--- src/lpm_polling_pkg.sv ---
// constants and frame layout for the low-power polling configuration block
// assumes a 125 MHz core clock and a 32-bit spi frame from the host
package lpm_polling_pkg;

	localparam int CLK_PERIOD_NS = 8;
	localparam int DEBOUNCE_EXTRA_NS = 1200000;
	// least time: round up
	localparam int DEBOUNCE_CYCLES = (DEBOUNCE_EXTRA_NS + CLK_PERIOD_NS - 1) / CLK_PERIOD_NS;
	localparam int SLOW_POLL_DIVIDE = 4;

	localparam int GROUND_CHANNELS = 14;
	localparam int PROG_CHANNELS = 8;
	localparam int FRAME_BITS = 32;

	localparam logic [6:0] ADDR_SLOW_POLL_GROUND = 7'h19;
	localparam logic [6:0] ADDR_DEBOUNCE_PROG = 7'h1A;
	localparam logic [6:0] ADDR_DEBOUNCE_GROUND = 7'h1B;
	localparam logic [6:0] ADDR_ENTER_SLEEP = 7'h1C;

	localparam logic [13:0] SLOW_POLL_GROUND_RESET = 14'h0000;
	localparam logic [7:0] DEBOUNCE_PROG_RESET = 8'h00;
	localparam logic [13:0] DEBOUNCE_GROUND_RESET = 14'h0000;
	localparam logic [23:0] ENTER_SLEEP_DATA = 24'h000000;

	localparam int RET_FAULT_BIT = 23;
	localparam int RET_INT_BIT = 22;

	typedef struct packed {
		logic [6:0] addr;
		logic write;
		logic [23:0] data;
	} frame_type;

	typedef struct packed {
		logic [7:0] unused;
		logic fault;
		logic intflag;
		logic [21:0] data;
	} answer_type;

endpackage : lpm_polling_pkg

--- src/lpm_polling_config.sv ---
// spi-reached configuration of low-power polling and wake-up debounce
// assumes spi mode 0 from the host, sclk well below clk/4, pins asynchronous
`timescale 1ns/100ps

// Notes on behaviour
// - a slow-polling bit of 1 polls that input at one quarter of the normal rate, 0 at the normal rate.
// - the ground slow-polling register at 0x19 is read/write, bits 0..13, others unused, clear at power-up.
// - with a debounce bit of 0 the state change is judged by voltage difference.
// - with a debounce bit of 1 the polling current stays on 1.2 ms in all, one clock short of 1.2 ms longer, and the final level is judged.
// - the programmable debounce register at 0x1A is read/write, bits 0..7, clear at power-up.
// - the ground debounce register at 0x1B is read/write, bits 0..13, clear at power-up.
// - low-power mode is entered only by the dedicated command, by nothing else.
// - every register keeps its value across a stay in low-power mode.
// - the sleep register is write-only and writing it with data 0 starts low-power polling at once.
// - the first frame after leaving low-power mode returns both flags at 1 and the input pin states.
// - a frame is address in bits 31..25, write flag in bit 24 and data in bits 23..0.
// - pending fault and interrupt show in bits 23 and 22 of the return word.
module lpm_polling_config #(
	parameter int DEBOUNCE_COUNT = lpm_polling_pkg::DEBOUNCE_CYCLES
) (
	// clock and reset
	input wire logic clk,
	input wire logic rst_b,
	// spi pins from the host
	input wire logic sclk,
	input wire logic cs_b,
	input wire logic mosi,
	output logic miso,
	// pins and core status
	input wire logic wake_request,
	input wire logic [21:0] switch_state,
	input wire logic fault_pending,
	input wire logic int_pending,
	input wire logic poll_tick,
	// low-power polling outputs, ground channels low, programmable high
	output logic low_power_mode,
	output logic [21:0] poll_current_on,
	output logic [21:0] sample_strobe,
	output logic [21:0] sample_by_level
);
	localparam int CH = lpm_polling_pkg::GROUND_CHANNELS + lpm_polling_pkg::PROG_CHANNELS;
	localparam int GC = lpm_polling_pkg::GROUND_CHANNELS;
	localparam int EXT_W = $clog2(DEBOUNCE_COUNT + 1);
	localparam logic [EXT_W-1:0] EXT_LOAD = EXT_W'(DEBOUNCE_COUNT - 1);

	logic sclk_s1, sclk_s2, sclk_s3;
	logic cs_s1, cs_s2, cs_s3;
	logic mosi_s1, mosi_s2;
	logic wake_s1, wake_s2;
	logic [21:0] sw_s1, sw_s2;
	logic [31:0] rx_shift;
	logic [31:0] tx_shift;
	logic [5:0] bit_count;
	logic [21:0] read_data;
	logic wake_report;
	logic [13:0] slow_poll_ground_channels;
	logic [7:0] debounce_programmable_channels;
	logic [13:0] debounce_ground_channels;
	lpm_polling_pkg::frame_type frame;
	lpm_polling_pkg::answer_type next_answer;
	logic sclk_rise, sclk_fall, frame_start, frame_end, frame_ok, enter_cmd;
	logic [CH-1:0] slow_bit, deb_bit, poll_now;

	// two flops on every pin before use
	always_ff @(posedge clk or negedge rst_b)
	begin
		if (!rst_b)
		begin
			sclk_s1 <= 1'b0;
			sclk_s2 <= 1'b0;
			sclk_s3 <= 1'b0;
			cs_s1 <= 1'b1;
			cs_s2 <= 1'b1;
			cs_s3 <= 1'b1;
			mosi_s1 <= 1'b0;
			mosi_s2 <= 1'b0;
			wake_s1 <= 1'b0;
			wake_s2 <= 1'b0;
			sw_s1 <= 22'h000000;
			sw_s2 <= 22'h000000;
		end
		else
		begin
			sclk_s1 <= sclk;
			sclk_s2 <= sclk_s1;
			sclk_s3 <= sclk_s2;
			cs_s1 <= cs_b;
			cs_s2 <= cs_s1;
			cs_s3 <= cs_s2;
			mosi_s1 <= mosi;
			mosi_s2 <= mosi_s1;
			wake_s1 <= wake_request;
			wake_s2 <= wake_s1;
			sw_s1 <= switch_state;
			sw_s2 <= sw_s1;
		end
	end

	assign sclk_rise = !cs_s2 && sclk_s2 && !sclk_s3;
	assign sclk_fall = !cs_s2 && !sclk_s2 && sclk_s3;
	assign frame_start = !cs_s2 && cs_s3;
	assign frame_end = cs_s2 && !cs_s3;
	// short or long frames are dropped whole
	assign frame_ok = frame_end && (bit_count == 6'(lpm_polling_pkg::FRAME_BITS));
	assign frame = rx_shift;
	// any other data is not the command, so it cannot put the part to sleep
	assign enter_cmd = frame_ok && frame.write && frame.addr == lpm_polling_pkg::ADDR_ENTER_SLEEP
		&& frame.data == lpm_polling_pkg::ENTER_SLEEP_DATA;

	always_comb
	begin
		next_answer = '0;
		next_answer.fault = fault_pending;
		next_answer.intflag = int_pending;
		next_answer.data = read_data;
		if (wake_report)
		begin
			next_answer.fault = 1'b1;
			next_answer.intflag = 1'b1;
			next_answer.data = sw_s2;
		end
	end

	// frame shifting: mosi taken on rising sclk, miso moved on falling sclk
	always_ff @(posedge clk or negedge rst_b)
	begin
		if (!rst_b)
		begin
			rx_shift <= 32'h00000000;
			tx_shift <= 32'h00000000;
			bit_count <= 6'h00;
			miso <= 1'b0;
		end
		else if (frame_start)
		begin
			bit_count <= 6'h00;
			tx_shift <= next_answer;
			miso <= next_answer[31];
		end
		else
		begin
			if (sclk_rise)
			begin
				rx_shift <= {rx_shift[30:0], mosi_s2};
				if (bit_count != 6'h3F)
					bit_count <= bit_count + 6'h01;
			end
			if (sclk_fall)
			begin
				tx_shift <= {tx_shift[30:0], 1'b0};
				miso <= tx_shift[30];
			end
		end
	end

	// registers: kept through sleep, only a valid write changes them
	always_ff @(posedge clk or negedge rst_b)
	begin
		if (!rst_b)
		begin
			slow_poll_ground_channels <= lpm_polling_pkg::SLOW_POLL_GROUND_RESET;
			debounce_programmable_channels <= lpm_polling_pkg::DEBOUNCE_PROG_RESET;
			debounce_ground_channels <= lpm_polling_pkg::DEBOUNCE_GROUND_RESET;
		end
		else if (frame_ok && frame.write)
		begin
			if (frame.addr == lpm_polling_pkg::ADDR_SLOW_POLL_GROUND)
				slow_poll_ground_channels <= frame.data[13:0];
			if (frame.addr == lpm_polling_pkg::ADDR_DEBOUNCE_PROG)
				debounce_programmable_channels <= frame.data[7:0];
			if (frame.addr == lpm_polling_pkg::ADDR_DEBOUNCE_GROUND)
				debounce_ground_channels <= frame.data[13:0];
		end
	end

	// read answer goes out in the next frame; sleep register reads as zero
	always_ff @(posedge clk or negedge rst_b)
	begin
		if (!rst_b)
			read_data <= 22'h000000;
		else if (frame_ok && !frame.write)
		begin
			unique case (frame.addr)
				lpm_polling_pkg::ADDR_SLOW_POLL_GROUND: read_data <= {8'h00, slow_poll_ground_channels};
				lpm_polling_pkg::ADDR_DEBOUNCE_PROG: read_data <= {14'h0000, debounce_programmable_channels};
				lpm_polling_pkg::ADDR_DEBOUNCE_GROUND: read_data <= {8'h00, debounce_ground_channels};
				default: read_data <= 22'h000000;
			endcase
		end
	end

	// mode and wake report; a new wake beats the clear by frame start
	always_ff @(posedge clk or negedge rst_b)
	begin
		if (!rst_b)
		begin
			low_power_mode <= 1'b0;
			wake_report <= 1'b0;
		end
		else
		begin
			if (enter_cmd)
				low_power_mode <= 1'b1;
			else if (low_power_mode && wake_s2)
				low_power_mode <= 1'b0;
			if (low_power_mode && wake_s2 && !enter_cmd)
				wake_report <= 1'b1;
			else if (frame_start)
				wake_report <= 1'b0;
		end
	end

	// per-channel polling; programmable channels have no slow bit here
	generate
		for (genvar i = 0; i < CH; i++)
		begin : g_chan
			logic [1:0] div;
			logic [EXT_W-1:0] ext;
			if (i < GC)
			begin : g_gnd
				assign slow_bit[i] = slow_poll_ground_channels[i];
				assign deb_bit[i] = debounce_ground_channels[i];
			end
			else
			begin : g_prog
				assign slow_bit[i] = 1'b0;
				assign deb_bit[i] = debounce_programmable_channels[i-GC];
			end
			assign poll_now[i] = low_power_mode && poll_tick && (!slow_bit[i] || div == 2'h0);

			always_ff @(posedge clk or negedge rst_b)
			begin
				if (!rst_b)
					div <= 2'h0;
				else if (!low_power_mode || !slow_bit[i])
					div <= 2'h0;
				else if (poll_tick)
					div <= div + 2'h1;
			end

			// one tick of current, or stretched by the debounce time
			always_ff @(posedge clk or negedge rst_b)
			begin
				if (!rst_b)
				begin
					poll_current_on[i] <= 1'b0;
					ext <= '0;
					sample_strobe[i] <= 1'b0;
					sample_by_level[i] <= 1'b0;
				end
				else
				begin
					sample_strobe[i] <= 1'b0;
					if (poll_now[i] && !poll_current_on[i])
					begin
						poll_current_on[i] <= 1'b1;
						ext <= deb_bit[i] ? EXT_LOAD : '0;
						sample_by_level[i] <= deb_bit[i];
					end
					else if (poll_current_on[i])
					begin
						if (ext == '0)
						begin
							poll_current_on[i] <= 1'b0;
							sample_strobe[i] <= 1'b1;
						end
						else
							ext <= ext - 1'b1;
					end
				end
			end
		end
	endgenerate

	property p_sleep_only_by_command;
		@(posedge clk) disable iff (!rst_b)
		$rose(low_power_mode) |-> $past(enter_cmd);
	endproperty
	a_sleep_only_by_command: assert property (p_sleep_only_by_command)
		else $error("sleep entered without the command");

	property p_slow_write;
		@(posedge clk) disable iff (!rst_b)
		frame_ok && frame.write && frame.addr == lpm_polling_pkg::ADDR_SLOW_POLL_GROUND
		|=> slow_poll_ground_channels == $past(frame.data[13:0]);
	endproperty
	a_slow_write: assert property (p_slow_write)
		else $error("ground slow-poll write not stored");

	property p_wake_flags;
		@(posedge clk) disable iff (!rst_b)
		frame_start && wake_report |=> tx_shift[23:22] == 2'b11 && tx_shift[21:0] == $past(sw_s2);
	endproperty
	a_wake_flags: assert property (p_wake_flags)
		else $error("wake frame lacks flags or pin states");

	property p_flags_live;
		@(posedge clk) disable iff (!rst_b)
		frame_start && !wake_report |=> tx_shift[23] == $past(fault_pending)
			&& tx_shift[22] == $past(int_pending);
	endproperty
	a_flags_live: assert property (p_flags_live)
		else $error("return flags not taken from pending status");

	property p_slow_quarter;
		@(posedge clk) disable iff (!rst_b)
		poll_now[1] && slow_bit[1] |=> g_chan[1].div == 2'h1 || !slow_bit[1] || !low_power_mode;
	endproperty
	a_slow_quarter: assert property (p_slow_quarter)
		else $error("slow channel poll divider off");

	property p_debounce_hold;
		@(posedge clk) disable iff (!rst_b)
		$rose(poll_current_on[0]) && sample_by_level[0] |-> poll_current_on[0] [*8];
	endproperty
	a_debounce_hold: assert property (p_debounce_hold)
		else $error("debounce current dropped early");

	property p_diff_single;
		@(posedge clk) disable iff (!rst_b)
		$rose(poll_current_on[1]) && !sample_by_level[1] |=> !poll_current_on[1] && sample_strobe[1];
	endproperty
	a_diff_single: assert property (p_diff_single)
		else $error("difference sampling not after one tick");

	property p_keep_in_sleep;
		@(posedge clk) disable iff (!rst_b)
		$fell(low_power_mode) |-> $stable(debounce_ground_channels) && $stable(slow_poll_ground_channels);
	endproperty
	a_keep_in_sleep: assert property (p_keep_in_sleep)
		else $error("configuration changed on wake");

	property p_upper_zero;
		@(posedge clk) disable iff (!rst_b)
		frame_start |=> tx_shift[31:24] == 8'h00;
	endproperty
	a_upper_zero: assert property (p_upper_zero)
		else $error("unused answer bits not zero");

	property p_c_sleep;
		@(posedge clk) disable iff (!rst_b) enter_cmd;
	endproperty
	c_sleep: cover property (p_c_sleep);
	property p_c_wake;
		@(posedge clk) disable iff (!rst_b) frame_start && wake_report;
	endproperty
	c_wake: cover property (p_c_wake);
	property p_c_debounce;
		@(posedge clk) disable iff (!rst_b) sample_strobe[0] && sample_by_level[0];
	endproperty
	c_debounce: cover property (p_c_debounce);

endmodule : lpm_polling_config

--- config.mk ---
export PLATFORM = sky130hd
export DESIGN_NAME = lpm_polling_config
export DESIGN_NICKNAME = d
export VERILOG_FILES = /design/src/lpm_polling_pkg.sv /design/src/lpm_polling_config.sv
export SDC_FILE = /design/constraint.sdc
export NUM_CORES = 1
export LEC_CHECK = 0
export ABC_AREA = 1
export BUFFER_PORTS_ARGS = -buffer_cell sky130_fd_sc_hd__buf_2
export CORE_ASPECT_RATIO = 0.75
export CORE_MARGIN = 2
export CORE_UTILIZATION = 47
export DETAILED_ROUTE_END_ITERATION = 16
export GPL_TIMING_DRIVEN = 0
export PLACE_DENSITY = 0.67
export SLEW_MARGIN = 10
export SYNTH_ARGS = -nofsm -noshare
export SYNTH_HDL_FRONTEND = slang
export SYNTH_SLANG_ARGS = --single-unit
export TNS_END_PERCENT = 100
--- constraint.sdc ---
create_clock -name clk -period 2.8 [get_ports clk]
set_clock_uncertainty 0.15 [all_clocks]
set_input_delay 0.84 -clock clk [delete_from_list [all_inputs] [get_ports clk]]
set_output_delay 0.84 -clock clk [all_outputs]
set_load 0.02 [all_outputs]
* After elaboration in Yosys (flattened, before gate mapping)
Index checks and enable logic that the tools add are counted.
** Word-level totals
- Logic and storage cells :: 677
- Output and inout bits :: 68
- Register bits after elaboration :: 674
** Operators by class
- Reductions and logical operators :: 226
- Add/sub/neg operators :: 37
- Bitwise logic cells :: 1
- Equal/unequal tests :: 28
- Multiplexer cells :: 261
** Operators by type and width (count)
- 2-to-1 mux 18 bit :: 88
- zero test 18 bit :: 22
- subtractor 18 x 1 -> 18 bit, second input constant :: 22
- 2-to-1 mux 1 bit :: 138
- nonzero test 2 bit :: 41
- 2-to-1 mux 31 bit :: 2
- 2-to-1 mux 2 bit :: 28
- AND reduction 2 bit :: 27
- logical AND 1 bit :: 50
- inequality test 2 bit, second input constant :: 22
- zero test 1 bit :: 43
- case mux 14 bit (3 select lines) :: 1
- adder 2 x 1 -> 2 bit, second input constant :: 14
- equality test 7 x 5 -> 1 bit, second input constant :: 4
- zero test 2 bit :: 14
- logical OR 1 bit :: 28
- zero test 24 bit :: 1
- 2-to-1 mux 24 bit :: 1
- 2-to-1 mux 6 bit :: 3
- adder 6 x 1 -> 6 bit, second input constant :: 1
- equality test 6 bit, second input constant :: 1
- inequality test 6 bit, second input constant :: 1
- inverter 1 bit :: 1

* Logic depth before layout (Yosys ltp)
- Word-level depth :: 9
- Depth in mapped cells :: 13

* Worst setup path after synthesis
Ideal clock, no wire load.
- Path kind :: input to register
- Start :: input port poll_tick
- End :: register g_chan[18].ext[3]
- Arrival time :: 1.792 ns
- Path buffers :: 3
- Path slack :: 0.736 ns
- Stages on the path :: 9
- Required time :: 2.528 ns
- Cells stage by stage :: nand2_2 buf_6 buf_12 nor2_4 nand2_1 clkbuf_1 nand2_1 nand2_1 o21ai_1
** On the way
- Cells in the longest elaborated chain, start to end :: 4
- Elaborated cells on any way between the ends :: 6
- Those cells by class :: eq/ne: 1; mux: 1; reduce/logical: 4
** RTL lines
- start: declaration :: RTL line lpm_polling_config.sv:34 : input wire logic poll_tick,
- logical AND 1 bit (*) :: RTL line lpm_polling_config.sv:229 : assign poll_now[i] = low_power_mode && poll_tick && (!slow_bit[i] || div == 2'h0);
- logical AND 1 bit (*) :: RTL line lpm_polling_config.sv:254 : if (poll_now[i] && !poll_current_on[i])
- inequality test 2 bit (no source line) or nonzero test 2 bit (tied branches)
- AND reduction 2 bit (no source line)
- end signal: assignment :: RTL line lpm_polling_config.sv:257 : ext <= deb_bit[i] ? EXT_LOAD : '0;
- end signal: assignment :: RTL line lpm_polling_config.sv:268 : ext <= ext - 1'b1;
- end: declaration :: RTL line lpm_polling_config.sv:218 : logic [EXT_W-1:0] ext;
Mark *: on every way between the ends. The rest lies on a longest branch, timed or not.
A chain may end at the register's enable or synchronous reset.

==> run metrics <==
status=finished, final reports clean; die area=0.08028 mm^2; Pint=15.68 mW; Netlist cell types=50; clk sink count=666; die width=326.5 um; slowest cell on the critical path=dlygate4sd3_1; Iter 0 DRT Violations=2708; slowest stage delay, CP=0.57 ns; RR Endpoint=g_chan[18].ext[1]$_DFFE_PN0P_; filler cell count=7379; Post-route DRC=0; fin. max-slew vios=0; Worst R2R Path Depth=12; final core occ=53.37%; Fin. Hold Viols=0; most frequent cell after synthesis=nand2_1; P_leak=20.25 nW; all-layer global routing usage=22.24%; via/cell ratio=5.109; Sw Share=22.36%; Gate power share=2.7%; Post-DP Area=0.03865 mm^2; Startpoint Class=input port; syn nets=5152; Pwr Total=20.20 mW; synthesized area=0.03666 mm^2; Final TNS setup=0 ns; row count=88; crit-path cells=dlygate4sd3_1, buf_8, buf_16, buf_16, clkbuf_16; I/O pins=99; later-pin clock latency in the skew report=0.63 ns; H-tree Lvls=3; count of non-filler cells in the finished layout=6354; clock buffer depth=3; largest area contributor in the netlist=dfrtp_1; CP most frequent cell=buf_16; max_slew headroom=59.08%; total congestion overflow=0; FMAX=0.4155 GHz; First-pass DRT Iterations=6; CTS tree=done; final clock period utilization by the worst path=85.95%; Post-synth top cells=nand2_1, nor2_1, dfrtp_1; RePlAce Congestion=0.8934; RSZ-0062 raised after global routing=no; I/O Buffers=98; DRT antenna net count=0; Hold EP=sw_s1[3]$_DFF_PN0_; HPWL after detailed placement=61.47 mm; Final Instance Area=0.04113 mm^2; CP arrival=3.05 ns; flop2flop setup slack=0.47 ns; min cycle time layout=2.407 ns; clock slew at reported path FFs=0.06 ns; Worst Setup End Kind=async pin; RR Startpoint=g_chan[18].ext[0]$_DFFE_PN0P_; Die Height=245.9 um; required time worst endpoint=3.45 ns; wire length per cell=13.88 um; Flop pwr share=48.8%; Core Footprint=0.07707 mm^2; total of max-cap violations=0; power share of the clock group=48.5%; switching pwr=4.516 mW; Root Buffer=clkbuf_16; Worst Hold Path Cells=1; Hold Crit Class=input port to flop; Routed WL=88.16 mm; vias in the first global route=29486; mean area per synthesized cell=7.213 um^2; Worst IR Drop VDD=0.0004294 V; nets=5334; pwr/cell area=491.0 mW/mm^2; Setup Crit Path Kind=input port to async pin; DR vias=32465; Area Overhead vs Synth=12.20%; first-pass GRT wire length=150.0 mm; Initial Util=47.57%; ANT cells=0; register area share after synthesis=45.47%; Async SR Flop Fraction=100.0%; final setup violating endpoints=0; largest net degree at the start of global routing=110; cell total after placement=6223; ys flop type=dfrtp_1; YS warnings=0; Mapped Cells=5083; initial antenna violation count=1; CP max FO=100; largest cells by area after synthesis=dfrtp_1, nand2_1, nor2_1, nand3_1, inv_1; cts bufs inserted=72; Hold Path Origin=switch_state[3]; ratio of cells with drive above 1 in the final layout=8.799%; post-synth top area share=45.25%; count of flip-flops with a built-in enable after synthesis=0; worst-margin pin slew=0.6139 ns; Yosys reg bits=666
## worst max-delay path, delay by kind of cell
kind	cells	cell delay, ns
buffers and inverters	5	2.05
## flip-flops by register name (all words and copies together), names as in the netlist, 14 cells and up
| signal | cells |
|---|---|
| g_chan.div | 28 |
| sample_by_level | 22 |
| read_data | 14 |
| frame | 32 |
| tx_shift | 31 |
| sample_strobe | 22 |
| debounce_ground_channels | 14 |
| g_chan.ext | 396 |
| slow_poll_ground_channels | 14 |
| sw_s2 | 22 |
| poll_current_on | 22 |
| sw_s1 | 22 |
## through the flow
stage	hold slack, ns	setup WS (ns)
3_5_place_dp	0.1847	0.01489
4_1_cts	0.1285	0.1820
5_1_grt	0.1354	0.1333
6_report	0.1701	0.3934
2_1_floorplan	0.1812	0.7363
3_3_place_gp	0.1821	-13.72
## layout by cell type, fill, tap and decap left out, drive strengths merged, types with 18 or more instances in the layout
cell type / Yosys / layout
a22oi: 18 / 18
nor3: 27 / 27
o21ai: 400 / 400
dfrtp: 663 / 663
nor2: 783 / 783
buf: 125 / 230
nand3: 497 / 497
clkbuf: 40 / 147
ha: 38 / 38
nand2: 1646 / 1646
xnor2: 24 / 24
a21oi: 96 / 96
xor2: 104 / 104
clkinv: 4 / 18
nand4: 58 / 58
inv: 471 / 472
## worst max path at each step
stage | from | end | slack [ns] | cells after the start
2_1_floorplan | poll_tick | g_chan[18].ext[3]$_DFFE_PN0P_ | 0.74 | 9
6_report | rst_b | g_chan[10].div[1]$_DFFE_PN0P_ | 0.39 | 5
4_1_cts | rst_b | g_chan[5].ext[8]$_DFFE_PN0P_ | 0.18 | 5
5_1_grt | rst_b | slow_poll_ground_channels[10]$_DFFE_PN0P_ | 0.13 | 5
3_3_place_gp | rst_b | g_chan[12].ext[11]$_DFFE_PN0P_ | -13.72 | 1
3_5_place_dp | poll_tick | g_chan[10].ext[3]$_DFFE_PN0P_ | 0.01 | 11
## layout make-up
class                   count  area [um^2]  area share, %
repair buffers            108        753.2          1.831
clock buffers             105         2086          5.071
plain buffers             165        895.9          2.178
clock inverters            23        337.8         0.8213
well taps                1035         1295          3.148
flip-flops and latches    666        16670          40.52
inverters                 475         1783          4.334
multi-input cells        3777        17310          42.09
## logic make-up (layout without fill, tap and decap cells)
family / after synthesis / count (layout) / share of synthesized area (%)
flops: 666 / 666 / 45.47
xor+xnor: 128 / 128 / 3.058
compound gates: 562 / 562 / 8.122
mux: 8 / 8 / 0.2457
simple gates: 3041 / 3041 / 34.50
buf+inv: 640 / 876 / 7.307
fa+ha+maj: 38 / 38 / 1.297
## metal layers
metal  wire, um  track usage [%]
met5          0                0
met4       1615            5.316
met3       4203            2.952
met2      36610            32.34
met1      45730            34.75
## repair_timing
action / in CTS / in global routing
hold endpoints to repair: 48 / 0
gates resized for setup: 0 / 0
hold buffers: 1 / 0
setup buffers: 0 / 0
setup endpoints to repair: 0 / 94
## power by group through the flow
stage                     Combinational [mW]  Clock, mW  Sequential, mW
after floorplan                        0.221          0            10.0
after global placement                 0.503          0            10.0
after CTS                              0.552       10.1            9.85
after detailed placement               0.547          0            10.0
final                                  0.544       9.80            9.85
after global routing                   0.639       10.5            9.86
Power figures use the tool's default switching activity.
